$ cat src/hw/bwc_pkg.sv
// Constants and types shared by the bus and wake control register bank.
package bwc_pkg;

    // ------------------------------------------------------------------
    // Register addresses
    // ------------------------------------------------------------------
    localparam logic [6:0] ADDR_BUS_XCVR = 7'h04;
    localparam logic [6:0] ADDR_BUS_PEAK = 7'h05;
    localparam logic [6:0] ADDR_INT_WAKE = 7'h06;
    localparam logic [6:0] ADDR_EXT_WAKE = 7'h07;

    // ------------------------------------------------------------------
    // Reset values, writable bits, restart and fail-safe patterns
    // ------------------------------------------------------------------
    localparam logic [7:0] RST_BUS_XCVR = 8'h20;
    localparam logic [7:0] RST_BUS_PEAK = 8'h00;
    localparam logic [7:0] RST_INT_WAKE = 8'h00;
    localparam logic [7:0] RST_EXT_WAKE = 8'h07;
    localparam logic [7:0] WMASK_BUS_XCVR = 8'hFB;
    localparam logic [7:0] WMASK_BUS_PEAK = 8'h20;
    localparam logic [7:0] WMASK_INT_WAKE = 8'hC4;
    localparam logic [7:0] WMASK_EXT_WAKE = 8'hA7;
    localparam logic [7:0] KEEP_RS_BUS_XCVR = 8'hE0;
    localparam logic [7:0] KEEP_RS_BUS_PEAK = 8'h20;
    localparam logic [7:0] KEEP_RS_INT_WAKE = 8'hC0;
    localparam logic [7:0] KEEP_RS_EXT_WAKE = 8'hA7;
    localparam logic [7:0] KEEP_FS_BUS_XCVR = 8'hE0;
    localparam logic [7:0] SET_FS_BUS_XCVR = 8'h09;
    localparam logic [7:0] KEEP_FS_EXT_WAKE = 8'hA0;
    localparam logic [7:0] SET_FS_EXT_WAKE = 8'h07;

    // ------------------------------------------------------------------
    // Field positions
    // ------------------------------------------------------------------
    localparam int POS_LIN_FLASH = 7;
    localparam int POS_LIN_LOW_SLOPE_SELECT = 6;
    localparam int POS_LIN_TXD = 5;
    localparam int POS_LIN_MODE = 3;
    localparam int POS_CAN_MODE = 0;
    localparam int POS_PEAK = 5;
    localparam int POS_TMR2 = 7;
    localparam int POS_TMR1 = 6;
    localparam int POS_WDOG = 2;
    localparam int POS_INT_GLOBAL = 7;
    localparam int POS_MEAS = 5;
    localparam int POS_WAKE_IN = 0;

    // ------------------------------------------------------------------
    // Transceiver mode codes and serial frame counts
    // ------------------------------------------------------------------
    localparam logic [1:0] XCVR_OFF = 2'h0;
    localparam logic [1:0] XCVR_WAKE = 2'h1;
    localparam logic [1:0] XCVR_RX_ONLY = 2'h2;
    localparam logic [1:0] XCVR_NORMAL = 2'h3;
    localparam logic [1:0] XCVR_RESTART = XCVR_WAKE;
    localparam logic [4:0] ADDR_BITS = 5'h08;
    localparam logic [4:0] FRAME_BITS = 5'h10;

    typedef enum logic [2:0] {
        BWC_INIT,
        BWC_NORMAL,
        BWC_STOP,
        BWC_RESTART,
        BWC_FAILSAFE
    } bwc_mode_e;

    typedef struct packed {
        logic [6:0] addr;
        logic wr;
        logic [7:0] data;
    } bwc_frame_s;

    typedef struct packed {
        logic lin_valid;
        logic [1:0] lin_mode;
        logic can_valid;
        logic [1:0] can_mode;
    } bwc_xcvr_upd_s;

    typedef struct packed {
        logic lin_flash_bypass;
        logic lin_low_slope_select;
        logic lin_tx_timeout_en;
        logic [1:0] lin_transceiver_mode;
        logic [1:0] can_transceiver_mode;
        logic supply_peak_threshold_sel;
        logic second_timer_wake_en;
        logic first_timer_wake_en;
        logic wdog_stop_disable_hi;
        logic int_global_all;
        logic wake_measure_select;
        logic measure_enable;
        logic [2:0] wake_in_en;
    } bwc_cfg_s;

endpackage : bwc_pkg

$ cat src/hw/bwc_spi_frame.sv
// Serial frame receiver and read-back shifter for the register bank.
`timescale 1ns/1ps
`default_nettype none
module bwc_spi_frame
    import bwc_pkg::*;
(
    input wire logic clock,
    input wire logic rstn,
    input wire logic chip_select_n,
    input wire logic spi_clk,
    input wire logic spi_mosi,
    input wire logic [7:0] rd_data,
    output logic [6:0] rd_addr,
    output logic spi_miso,
    output logic frame_done,
    output bwc_frame_s frame
);

    typedef struct packed {
        logic [1:0] cs_sync;
        logic [1:0] sck_sync;
        logic [1:0] sdi_sync;
        logic sck_prev;
        logic active;
        logic [4:0] cnt;
        logic [15:0] rx;
        logic [7:0] tx;
        logic load;
        logic miso;
        logic done;
        bwc_frame_s frame;
    } bwc_spi_s;

    bwc_spi_s s_q;
    bwc_spi_s s_d;
    logic fall;
    logic rise;

    assign fall = s_q.sck_prev && !s_q.sck_sync[1];
    assign rise = !s_q.sck_prev && s_q.sck_sync[1];

    always_comb begin
        s_d = s_q;
        s_d.cs_sync = {s_q.cs_sync[0], chip_select_n};
        s_d.sck_sync = {s_q.sck_sync[0], spi_clk};
        s_d.sdi_sync = {s_q.sdi_sync[0], spi_mosi};
        s_d.sck_prev = s_q.sck_sync[1];
        s_d.done = 1'b0;
        s_d.load = 1'b0;
        if (s_q.cs_sync[1]) begin
            // Frames shorter than sixteen bits are dropped whole; bits past the sixteenth are ignored.
            if (s_q.active && s_q.cnt == FRAME_BITS) begin
                s_d.done = 1'b1;
                s_d.frame.addr = s_q.rx[6:0];
                s_d.frame.wr = s_q.rx[7];
                s_d.frame.data = s_q.rx[15:8];
            end
            s_d.active = 1'b0;
            s_d.cnt = 5'h00;
            s_d.miso = 1'b0;
        end else begin
            s_d.active = 1'b1;
            if (fall && s_q.cnt < FRAME_BITS) begin
                s_d.rx[s_q.cnt[3:0]] = s_q.sdi_sync[1];
                s_d.cnt = s_q.cnt + 5'h01;
                s_d.load = (s_q.cnt == ADDR_BITS - 5'h01);
            end
            // The old contents are captured before any write can land.
            if (s_q.load) begin
                s_d.tx = rd_data;
            end
            if (rise && s_q.cnt >= ADDR_BITS) begin
                s_d.miso = s_q.tx[0];
                s_d.tx = {1'b0, s_q.tx[7:1]};
            end
        end
        if (!rstn) begin
            s_d = '0;
            s_d.cs_sync = 2'h3;
        end
    end

    always_ff @(posedge clock) begin
        s_q <= s_d;
    end

    assign rd_addr = s_q.rx[6:0];
    assign spi_miso = s_q.miso;
    assign frame_done = s_q.done;
    assign frame = s_q.frame;

endmodule : bwc_spi_frame
`default_nettype wire

$ cat src/hw/bwc_bus_wake_regs.sv
// Bus transceiver and wake source register bank behind the serial port.
//
// Operation
// LIN flash bit 7: 0 slope control on, 1 slope control off.
// LIN low-slope bit 6: 0 normal LIN, 1 reduced-slope mode.
// LIN transmit time-out bit 5: 0 supervision off, 1 on.
// LIN mode bits 4:3: off, wake capable, receive only, normal.
// CAN mode bits 1:0: off, wake capable, receive only, normal.
// LIN option changes apply at chip select release, to all LIN parts.
// Fail-safe entry forces transceiver and external wake wake patterns.
// Reserved bits always read as zero.
// Peak threshold bit 5: 0 low threshold, 1 higher threshold.
// Peak bit writable in init and normal; stop ignores writes silently.
// Internal wake bits 7 and 6 enable second and first timer wake.
// Internal wake bit 2 disables watchdog in stop mode when set.
// Interrupt select bit 7: 0 wake sources only, 1 all status.
// Measure select set enables measuring and masks wake inputs a and b; the code enables measuring in normal mode only.
// Wake input enable bits 2..0 enable each wake input.
// Host sets transceiver mode to wake capable for bus wake.
// Power-on or soft reset loads 07, 00, 00 into wake registers.
// Transceiver mode reset values depend on the reset cause.
// Restart keeps peak bit and interrupt, measure, wake enables only; the code also keeps LIN bits 7:5.
// Write frames return the contents held before that write.
// Device state logic may update transceiver modes; reads show it.
`timescale 1ns/1ps
`default_nettype none
module bwc_bus_wake_regs
    import bwc_pkg::*;
(
    input wire logic clock,
    input wire logic rstn,
    input wire logic chip_select_n,
    input wire logic spi_clk,
    input wire logic spi_mosi,
    input wire bwc_mode_e sbc_mode,
    input wire logic soft_reset_req,
    input wire logic restart_entry,
    input wire logic fail_safe_entry,
    input wire bwc_xcvr_upd_s xcvr_upd,
    output logic spi_miso,
    output bwc_cfg_s cfg
);

    // ------------------------------------------------------------------
    // State
    // ------------------------------------------------------------------
    typedef struct packed {
        logic [7:0] bus_xcvr;
        logic [7:0] bus_peak;
        logic [7:0] int_wake;
        logic [7:0] ext_wake;
        bwc_cfg_s cfg;
    } bwc_regs_s;

    bwc_regs_s s_q;
    bwc_regs_s s_d;
    bwc_frame_s frame;
    logic frame_done;
    logic [6:0] rd_addr;
    logic [7:0] rd_data;
    logic wr_hit;

    // ------------------------------------------------------------------
    // Helpers
    // ------------------------------------------------------------------
    function automatic logic [7:0] reg_read(input bwc_regs_s s, input logic [6:0] a);
        logic [7:0] v;
        v = 8'h00;
        if (a == ADDR_BUS_XCVR) begin
            v = s.bus_xcvr;
        end else if (a == ADDR_BUS_PEAK) begin
            v = s.bus_peak;
        end else if (a == ADDR_INT_WAKE) begin
            v = s.int_wake;
        end else if (a == ADDR_EXT_WAKE) begin
            v = s.ext_wake;
        end
        return v;
    endfunction : reg_read

    function automatic bwc_cfg_s decode(input bwc_regs_s s, input bwc_mode_e m);
        bwc_cfg_s c;
        c.lin_flash_bypass = s.bus_xcvr[POS_LIN_FLASH];
        c.lin_low_slope_select = s.bus_xcvr[POS_LIN_LOW_SLOPE_SELECT];
        c.lin_tx_timeout_en = s.bus_xcvr[POS_LIN_TXD];
        c.lin_transceiver_mode = s.bus_xcvr[POS_LIN_MODE +: 2];
        c.can_transceiver_mode = s.bus_xcvr[POS_CAN_MODE +: 2];
        c.supply_peak_threshold_sel = s.bus_peak[POS_PEAK];
        c.second_timer_wake_en = s.int_wake[POS_TMR2];
        c.first_timer_wake_en = s.int_wake[POS_TMR1];
        c.wdog_stop_disable_hi = s.int_wake[POS_WDOG];
        c.int_global_all = s.ext_wake[POS_INT_GLOBAL];
        c.wake_measure_select = s.ext_wake[POS_MEAS];
        // Measuring only runs in normal mode; the wake masking holds always.
        c.measure_enable = s.ext_wake[POS_MEAS] && (m == BWC_NORMAL);
        c.wake_in_en = s.ext_wake[POS_WAKE_IN +: 3]
            & {1'b1, {2{!s.ext_wake[POS_MEAS]}}};
        return c;
    endfunction : decode

    // ------------------------------------------------------------------
    // Serial port
    // ------------------------------------------------------------------
    bwc_spi_frame u_spi (
        .clock(clock),
        .rstn(rstn),
        .chip_select_n(chip_select_n),
        .spi_clk(spi_clk),
        .spi_mosi(spi_mosi),
        .rd_data(rd_data),
        .rd_addr(rd_addr),
        .spi_miso(spi_miso),
        .frame_done(frame_done),
        .frame(frame)
    );

    assign rd_data = reg_read(s_q, rd_addr);
    assign wr_hit = frame_done && frame.wr;

    // ------------------------------------------------------------------
    // Register update
    // ------------------------------------------------------------------
    always_comb begin
        s_d = s_q;
        if (!rstn || soft_reset_req) begin
            // Both resets leave the transceivers off with time-out enabled.
            s_d.bus_xcvr = RST_BUS_XCVR;
            s_d.bus_peak = RST_BUS_PEAK;
            s_d.int_wake = RST_INT_WAKE;
            s_d.ext_wake = RST_EXT_WAKE;
        end else if (fail_safe_entry) begin
            // Wake must stay possible whatever the host had configured.
            s_d.bus_xcvr = (s_q.bus_xcvr & KEEP_FS_BUS_XCVR) | SET_FS_BUS_XCVR;
            s_d.ext_wake = (s_q.ext_wake & KEEP_FS_EXT_WAKE) | SET_FS_EXT_WAKE;
        end else if (restart_entry) begin
            s_d.bus_xcvr = s_q.bus_xcvr & KEEP_RS_BUS_XCVR;
            s_d.bus_xcvr[POS_LIN_MODE +: 2] = XCVR_RESTART;
            s_d.bus_xcvr[POS_CAN_MODE +: 2] = XCVR_RESTART;
            s_d.bus_peak = s_q.bus_peak & KEEP_RS_BUS_PEAK;
            s_d.int_wake = s_q.int_wake & KEEP_RS_INT_WAKE;
            s_d.ext_wake = s_q.ext_wake & KEEP_RS_EXT_WAKE;
        end else begin
            if (wr_hit) begin
                // Reserved bits are never stored, so they read back as zero.
                if (frame.addr == ADDR_BUS_XCVR) begin
                    s_d.bus_xcvr = frame.data & WMASK_BUS_XCVR;
                end else if (frame.addr == ADDR_BUS_PEAK) begin
                    // Stop mode drops the write quietly; no error is flagged.
                    if (sbc_mode != BWC_STOP) begin
                        s_d.bus_peak = frame.data & WMASK_BUS_PEAK;
                    end
                end else if (frame.addr == ADDR_INT_WAKE) begin
                    s_d.int_wake = frame.data & WMASK_INT_WAKE;
                end else if (frame.addr == ADDR_EXT_WAKE) begin
                    s_d.ext_wake = frame.data & WMASK_EXT_WAKE;
                end
            end
            // Hardware mode changes win over a host write in the same cycle.
            if (xcvr_upd.lin_valid) begin
                s_d.bus_xcvr[POS_LIN_MODE +: 2] = xcvr_upd.lin_mode;
            end
            if (xcvr_upd.can_valid) begin
                s_d.bus_xcvr[POS_CAN_MODE +: 2] = xcvr_upd.can_mode;
            end
        end
        s_d.cfg = decode(s_d, sbc_mode);
    end

    always_ff @(posedge clock) begin
        s_q <= s_d;
    end

    assign cfg = s_q.cfg;

    logic quiet;
    assign quiet = !soft_reset_req && !fail_safe_entry && !restart_entry;

    logic rd_data_lin_ok;
    assign rd_data_lin_ok = s_q.bus_xcvr[POS_LIN_MODE +: 2] == cfg.lin_transceiver_mode;
endmodule : bwc_bus_wake_regs
`default_nettype wire

$ cat config.mk
export PLATFORM = sky130hd
export DESIGN_NAME = bwc_bus_wake_regs
export DESIGN_NICKNAME = d
export VERILOG_FILES = /design/src/hw/bwc_pkg.sv /design/src/hw/bwc_spi_frame.sv /design/src/hw/bwc_bus_wake_regs.sv
export SDC_FILE = /design/constraint.sdc
export NUM_CORES = 1
export LEC_CHECK = 0
export BUFFER_PORTS_ARGS = -buffer_cell sky130_fd_sc_hd__buf_2
export CORE_ASPECT_RATIO = 2
export CORE_MARGIN = 2
export CORE_UTILIZATION = 33
export CTS_BUF_LIST = sky130_fd_sc_hd__clkbuf_4 sky130_fd_sc_hd__clkbuf_8
export DETAILED_ROUTE_END_ITERATION = 12
export PLACE_DENSITY = 0.58
export SLEW_MARGIN = 20
export SYNTH_ARGS = -nofsm -noshare
export SYNTH_HDL_FRONTEND = slang
export SYNTH_SLANG_ARGS = --single-unit
$ cat constraint.sdc
create_clock -name clock -period 2 [get_ports clock]
set_clock_uncertainty 0.05 [all_clocks]
set_input_delay 0.3 -clock clock [delete_from_list [all_inputs] [get_ports clock]]
set_output_delay 0.3 -clock clock [all_outputs]
set_load 0.005 [all_outputs]
==> impl_metrics.ini, run 1 <==
[global_route]
grt-ovfl-total = 0
grt_pass1_wl_um = 12100
grtUsageTotal = 0.147
grt_pass1_vias = 2499
grt_max_degree = 33
antenna_found_initial = 0

[floorplanning]
die_x_um = 75.3
core-area_um2 = 10000
num_rows = 52
io_pins = 35
start_util = 0.335
die-area_um2 = 11000
dieHeight_um = 147

[clock_network]
cts_tree = built
cts_buffers = 9
clock-sinks = 75
clk_path_buf_depth = 2
cts_max_level = 3
clock-root-buffer = clkbuf_8
clock_latency_ns = 0.35
path_clk_slew_ns = 0.07

[timing]
tightestPinTransition_ns = 0.682
max-slew-margin-rel = 0.545
post-route-period-util = 0.941
slew_viol_final = 0
post-route-min-period_ns = 1.88
setup_viol = 0
rsz0062_at_grt = false
fin_ws_ns = 0.118
hold_violations = 0
fmax_ghz = 0.531

[finish]
nets = 410
final_common_cell = dfxtp_1
layout_common_cells = 75 x dfxtp_1, 53 x nor2_1, 44 x mux2i_1
drive_above_1_share = 0.236
syn_to_final_growth_pct = 16.9
diodes = 0

[worst_setup_path]
path_cells = or4b_4, nor4_4, mux2i_2, a31o_2
critPathBufInv = 0
critPathMaxFanout = 5
critical_path_class = register to register
critPathArrivalTime_ns = 2.12
r2r_cells = 4
cp_slowest_cell = or4b_4
r2r_setup_slack_ns = 0.12
required_ns = 2.24
r2r_end = cfg[1]$_DFF_P_
start_kind = register
crit_family = simple AND/OR/NAND/NOR gates
critPathMaxStageDelay_ns = 0.61
r2r_start = u_spi.frame[12]$_SDFFE_PN0P_
cp-end-kind = register

[place]
io_buffers = 34
gp_congestion = 0.825
place_hpwl_um = 6160
pre_cts_slack_ns = -0.104

[route]
drt-total-wl_um = 7920
via_per_inst = 4.92
antenna_left = 0
first_iter_violations = 93
dr.pass1.iters = 6
drc = 0
vias = 2603
post_drt_wl_per_cell_um = 15.0

[power]
p_leak_nw = 1.52
ir_drop_mv = 0.289
power_mw = 2.94
powerDensity_nw_per_um2 = 750

[run_status]
status = completed

[synthesis]
ys_seq_area_frac = 0.448
yosysWarnings = 0
yosys_most_used_dff = dfxtp_1
syn_avg_cell_area_um2 = 9.40
ys_types = 50
synth_edf_count = 0
synth-async-reset-ratio = 0
ys_seq_elements = 75
synth_nets = 378
syn-cell-area_um2 = 3350
syn_inst = 357

[min_path]
hold_path_end = cfg[3]$_DFF_P_
hp-class = input port to register
hold_path_depth = 2
min_from = sbc_mode[2]

[flow_run]
drv_cap = 0
-- layer usage --
metal | share of wire | global-route usage | vias up
li1 | - | - | 1305
met1 | 0.35 | 0.132 | 1236
met2 | 0.59 | 0.281 | 42
met3 | 0.028 | 0.0290 | 20
met4 | 0.034 | 0.0798 | 0
met5 | 0 | 0 | -
-- state kept, by name (all words and copies together) (netlist names) --
register,flops
s_q,14
cfg,5
u_spi.s_q,31
u_spi.frame_done,1
u_spi.spi_miso,1
u_spi.frame,16
u_spi.rd_addr,7
-- how the worst max path moves through the flow --
stage / from / to / slack (ns) / cells after the start
2_1_floorplan: u_spi.s_q[43]$_SDFFE_PP0P_ / u_spi.frame[12]$_SDFFE_PN0P_ / 0.05 / 7
3_3_place_gp: u_spi.frame[12]$_SDFFE_PN0P_ / cfg[1]$_DFF_P_ / -0.05 / 4
3_5_place_dp: u_spi.frame[12]$_SDFFE_PN0P_ / s_q[42]$_SDFFE_PP0P_ / -0.10 / 4
4_1_cts: u_spi.rd_addr[3]$_SDFFE_PN0P_ / u_spi.s_q[25]$_SDFFE_PN0P_ / 0.04 / 5
5_1_grt: u_spi.frame[12]$_SDFFE_PN0P_ / s_q[38]$_SDFFE_PP0P_ / 0.006 / 5
6_report: u_spi.frame[12]$_SDFFE_PN0P_ / cfg[1]$_DFF_P_ / 0.12 / 4
-- metrics by stage --
stage	cell area, um2	setup TNS, ns	hold slack [ns]	utilization	std cells
6_report	3920	0	0.0764	0.391	529
5_1_grt	3920	0	0.0707	0.391	529
4_1_cts	3920	0	0.0575	0.391	529
2_1_floorplan	3350	0	0.326	-	357
3_5_place_dp	3640	-0.453	0.341	0.364	510
3_3_place_gp	3640	-0.120	0.340	0.364	510
-- what timing repair did --
item	CTS	global route
pin swaps	1	0
gates resized for setup	3	2
setup buffers	3	0
hold buffers	0	0
gates cloned	0	0
endpoints found under the setup margin	6	2
-- cells by family after synthesis --
logic type	Yosys count	synth area share
simple gates	142	0.223
fa+ha+maj	4	0.0149
compound gates	41	0.0955
mux	46	0.138
buf+inv	46	0.0731
xor+xnor	3	0.00783
flops	75	0.448
-- power by group --
group          total, mW  leakage, nW  switching [mW]  internal [mW]
combinational     0.0905        0.799          0.0547         0.0358
clock               1.34        0.116           0.555          0.783
sequential          1.51        0.606          0.0104           1.50
-- cell usage after synthesis (4+ instances only) --
| master | count | share of area |
|---|---|---|
| buf_4 | 17 | 0.038 |
| nand2b_1 | 6 | 0.011 |
| nand3_1 | 24 | 0.036 |
| clkbuf_1 | 16 | 0.018 |
| dfxtp_1 | 75 | 0.45 |
| ha_1 | 4 | 0.015 |
| mux2i_1 | 45 | 0.13 |
| a21oi_1 | 8 | 0.012 |
| nor2_1 | 53 | 0.059 |
| inv_1 | 11 | 0.012 |
| nand2_1 | 16 | 0.018 |
| nor2b_1 | 4 | 0.0075 |
| and2_1 | 7 | 0.013 |
| nand4_1 | 7 | 0.013 |
| o21ai_0 | 4 | 0.0060 |
-- layout make-up --
class	instances	area (um2)
Clock buffer	12	159
Inverter	11	41.3
Fill cell	1052	6100
Multi-Input combinational cell	236	1630
Clock inverter	4	72.6
Sequential cell	75	1500
Timing Repair Buffer	56	348
Tap cell	135	169
No activity file was read; power rests on OpenSTA's default activity.
==> run 2: changes to the inputs <==
--- a/config.mk
+++ b/config.mk
@@ -7,12 +7,11 @@
 export LEC_CHECK = 0
 export BUFFER_PORTS_ARGS = -buffer_cell sky130_fd_sc_hd__buf_2
 export CORE_ASPECT_RATIO = 2
-export CORE_MARGIN = 2
 export CORE_UTILIZATION = 33
 export CTS_BUF_LIST = sky130_fd_sc_hd__clkbuf_4 sky130_fd_sc_hd__clkbuf_8
 export DETAILED_ROUTE_END_ITERATION = 12
+export HOLD_SLACK_MARGIN = 0.12
 export PLACE_DENSITY = 0.58
-export SLEW_MARGIN = 20
 export SYNTH_ARGS = -nofsm -noshare
 export SYNTH_HDL_FRONTEND = slang
 export SYNTH_SLANG_ARGS = --single-unit
==> impl_metrics.ini, run 2 (same netlist as run 1, synthesis figures left out) <==
[clock_network]
clock-root-buffer = clkbuf_8
clock-sinks = 75
cts_buffers = 9
cts_max_level = 3
clock_latency_ns = 0.36
path_clk_slew_ns = 0.08
clk_path_buf_depth = 2
cts_tree = built

[finish]
final_common_cell = dfxtp_1
fin_cells = 523
diodes = 0
largest_register_ffs = 31
layout_common_cells = 74 x dfxtp_1, 53 x nor2_1, 44 x mux2i_1
stdcell_area_um2 = 3960
regArea_um2 = 1500
syn_to_final_growth_pct = 17.9
multi_input_comb_area_um2 = 1630
drive_above_1_share = 0.225
fillers = 1007
largest-register = u_spi.s_q
nets = 407

[timing]
hold_violations = 0
max-slew-margin-rel = 0.531
fmax_ghz = 0.522
post-route-min-period_ns = 1.92
setup_viol = 0
fin_ws_ns = 0.0835
setup_tns_ns = 0
rsz0062_at_grt = false
tightestPinTransition_ns = 0.703
slew_viol_final = 0
post-route-period-util = 0.958

[route]
vias = 2606
via_per_inst = 4.98
antenna_left = 0
dr.pass1.iters = 4
post_drt_wl_per_cell_um = 14.9
drc = 0
drt-total-wl_um = 7800
first_iter_violations = 103

[worst_setup_path]
required_ns = 2.26
critPathMaxFanout = 5
r2r_cells = 4
crit_start = u_spi.frame[12]$_SDFFE_PN0P_
start_kind = register
cp-end-kind = register
critPathArrivalTime_ns = 2.17
r2r_end = cfg[0]$_DFF_P_
r2r_start = u_spi.frame[12]$_SDFFE_PN0P_
critical_path_class = register to register
r2r_setup_slack_ns = 0.08

[floorplanning]
start_util = 0.341
die_x_um = 73.3
dieHeight_um = 145
die-area_um2 = 10600
io_pins = 35
num_rows = 51
core-area_um2 = 9830

[global_route]
grt-ovfl-total = 0
grtUsageTotal = 0.160
grt_max_degree = 31
grt_pass1_wl_um = 12500
grt_pass1_vias = 2559
antenna_found_initial = 0

[place]
io_buffers = 34
place_hpwl_um = 5880
gp_congestion = 0.807
placed_cells = 501
pre_cts_slack_ns = -0.0975
dpl-instance-area_um2 = 3600

[min_path]
hold_path_depth = 3
min_from = sbc_mode[0]
hold_path_end = cfg[3]$_DFF_P_
hp-class = input port to register

[power]
powerDensity_nw_per_um2 = 794
p_leak_nw = 1.51
ir_drop_mv = 0.279
power_mw = 3.14

[flow_run]
drv_cap = 0

[run_status]
status = completed
run 2: timing repair:
item                                   in CTS  in global routing
setup buffers                               2                  0
endpoints found under the hold margin       4                  0
resized for setup                           4                  3
setup endpoints to repair                   7                  3
pin swaps                                   2                  0
hold buffers                                4                  0
cloned                                      0                  0
run 2: worst max path at each step:
stage | end | slack, ns
after floorplan | u_spi.frame[12]$_SDFFE_PN0P_ | 0.05
after CTS | s_q[38]$_SDFFE_PP0P_ | 0.05
after detailed placement | s_q[38]$_SDFFE_PP0P_ | -0.1
after global placement | s_q[38]$_SDFFE_PP0P_ | -0.08
after global routing | s_q[42]$_SDFFE_PP0P_ | 0.003
final | cfg[0]$_DFF_P_ | 0.08
run 2: per-stage QoR:
stage,utilization,hold WS [ns]
2_1_floorplan,-,0.326
3_3_place_gp,0.366,0.341
3_5_place_dp,0.366,0.348
4_1_cts,0.401,0.132
5_1_grt,0.402,0.130
6_report,0.402,0.151
run 2: report_power, final:
group          switching (mW)  internal (mW)  leakage [nW]
Sequential            0.00896           1.50         0.607
Clock                   0.584          0.952         0.125
Combinational          0.0550         0.0395         0.783
Total                   0.647           2.49          1.51
run 2: final cells by class:
cell class	instances	share of cell area
flip-flops and latches	75	0.380
repair buffers	53	0.0879
inverters	11	0.0104
clock buffers	9	0.0313
clock inverters	7	0.0354
well taps	132	0.0418
multi-input cells	236	0.413
run 2: critical path, stage by stage, from the launching register on:
cell and delay, ns:
dfxtp_1 0.34, or4b_4 0.61, nor4_4 0.30, mux2i_2 0.36, a31o_2 0.20
run 2: metal layers:
metal  vias to the layer above  wire length (um)  part of all wire  global-route usage
met3                        17               204             0.026              0.0404
met2                        44              4480              0.57               0.313
li1                       1305                 -                 -                   -
met1                      1240              2880              0.37               0.143
met5                         -                 0                 0                   0
met4                         0               239             0.031              0.0870
==> run 3: changes to the inputs <==
--- a/config.mk
+++ b/config.mk
@@ -5,7 +5,7 @@
 export SDC_FILE = /design/constraint.sdc
 export NUM_CORES = 1
 export LEC_CHECK = 0
-export BUFFER_PORTS_ARGS = -buffer_cell sky130_fd_sc_hd__buf_2
+export BUFFER_PORTS_ARGS = -buffer_cell sky130_fd_sc_hd__buf_4
 export CORE_ASPECT_RATIO = 2
 export CORE_UTILIZATION = 33
 export CTS_BUF_LIST = sky130_fd_sc_hd__clkbuf_4 sky130_fd_sc_hd__clkbuf_8
==> impl_metrics.ini, run 3 (same netlist as run 1, synthesis figures left out) <==
[worst_setup_path]
critical_path_class = register to register
crit_start = u_spi.frame[12]$_SDFFE_PN0P_
r2r_end = s_q[38]$_SDFFE_PP0P_
start_kind = register
r2r_cells = 5
r2r_setup_slack_ns = 0.05
required_ns = 2.15
r2r_start = u_spi.frame[12]$_SDFFE_PN0P_
critPathMaxFanout = 5
critPathArrivalTime_ns = 2.11
cp-end-kind = register

[global_route]
antenna_found_initial = 0
grtUsageTotal = 0.166
grt_max_degree = 39
grt_pass1_wl_um = 13000
grt_pass1_vias = 2641
grt-ovfl-total = 0

[finish]
regArea_um2 = 1500
diodes = 0
nets = 408
multi_input_comb_area_um2 = 1630
fillers = 1018
syn_to_final_growth_pct = 19.8
largest-register = u_spi.s_q
largest_register_ffs = 31
layout_common_cells = 75 x dfxtp_1, 53 x nor2_1, 48 x buf_4
final_common_cell = dfxtp_1
drive_above_1_share = 0.219
final_util = 0.409
stdcell_area_um2 = 4020

[timing]
post-route-min-period_ns = 1.95
max-slew-margin-rel = 0.460
slew_viol_final = 0
setup_viol = 0
fmax_ghz = 0.512
hold_violations = 0
rsz0062_at_grt = false
tightestPinTransition_ns = 0.811
post-route-period-util = 0.977
hold_ws_ns = 0.157

[floorplanning]
start_util = 0.341
core-area_um2 = 9830
io_pins = 35
die-area_um2 = 10600
die_x_um = 73.3
dieHeight_um = 145
num_rows = 51

[clock_network]
cts_max_level = 3
cts_buffers = 9
clock-root-buffer = clkbuf_8
cts_tree = built
clk_path_buf_depth = 2
path_clk_slew_ns = 0.08
clock_latency_ns = 0.35
clock-sinks = 75

[power]
p_leak_nw = 1.54
powerDensity_nw_per_um2 = 748
ir_drop_mv = 0.242

[place]
dpl-instance-area_um2 = 3680
place_hpwl_um = 5970
gp_congestion = 0.794
io_buffers = 34

[run_status]
status = completed

[flow_run]
drv_cap = 0

[route]
post_drt_wl_per_cell_um = 15.1
first_iter_violations = 98
drt-total-wl_um = 7940
antenna_left = 0
dr.pass1.iters = 5
via_per_inst = 4.95
drc = 0
vias = 2592

[min_path]
min_from = rstn
hold_path_end = u_spi.s_q[54]$_SDFF_PN1_
hp-class = input port to register
hold_path_depth = 2
-- run 3: cell count changes in the layout (fill, tap and decap cells not counted) --
| cell | change |
|---|---|
| a2111oi_1 | +1 |
| a2111oi_2 | -1 |
| buf_2 | -34 |
| buf_4 | +35 |
| bufinv_16 | -2 |
| clkbuf_8 | +4 |
| clkinv_2 | -1 |
| clkinvlp_4 | -1 |
| dfxtp_1 | +1 |
| dfxtp_2 | -1 |
| or4bb_1 | +1 |
| or4bb_4 | -1 |
-- run 3: cell type report --
type,instances,share of cell area
clock buffers,13,0.0445
repair buffers,54,0.110
flip-flops and latches,75,0.373
inverters,11,0.0103
multi-input cells,236,0.404
well taps,132,0.0411
clock inverters,3,0.0168
-- run 3: repair_timing --
item | CTS | global route
buffers inserted | 3 | 0
resized for setup | 4 | 0
hold buffers | 4 | 0
endpoints found under the setup margin | 8 | 0
endpoints found under the hold margin | 4 | 0
-- run 3: through the flow --
step | setup TNS, ns | setup WS, ns | total power, mW | cells
floorplan | 0 | 0.0477 | 1.60 | 357
global placement | -0.233 | -0.0760 | 1.64 | 501
detailed placement | -0.498 | -0.0837 | 1.64 | 501
CTS | 0 | 0.0755 | 3.04 | 524
global route | 0 | 0.0123 | 3.12 | 524
finish | 0 | 0.0460 | 3.01 | 524
-- run 3: power breakdown --
group	switching, mW	total [mW]	leakage [nW]	internal [mW]
logic	0.0545	0.103	0.808	0.0486
registers	0.00926	1.51	0.606	1.50
clock network	0.553	1.39	0.122	0.839
total	0.617	3.01	1.54	2.39
-- run 3: critical path, cell delays in order (launching register included) --
cell	delay (ns)
dfxtp_1	0.34
or4b_4	0.62
a2111oi_1	0.45
buf_4	0.19
a21bo_2	0.12
a21oi_1	0.05
-- run 3: worst max-delay path by stage --
stage                                         endpoint
after floorplan           u_spi.frame[12]$_SDFFE_PN0P_
after global placement            s_q[38]$_SDFFE_PP0P_
after detailed placement          s_q[45]$_SDFFE_PP0P_
after CTS                         s_q[38]$_SDFFE_PP0P_
after global routing              s_q[38]$_SDFFE_PP0P_
final                             s_q[38]$_SDFFE_PP0P_
-- run 3: routing by layer --
layer | vias up | global-route usage | part of all wire | routed length, um
li1 | 1298 | - | - | -
met1 | 1235 | 0.154 | 0.37 | 2950
met2 | 44 | 0.326 | 0.57 | 4540
met3 | 15 | 0.0321 | 0.025 | 196
met4 | 0 | 0.0911 | 0.032 | 253
met5 | - | 0 | 0 | 0
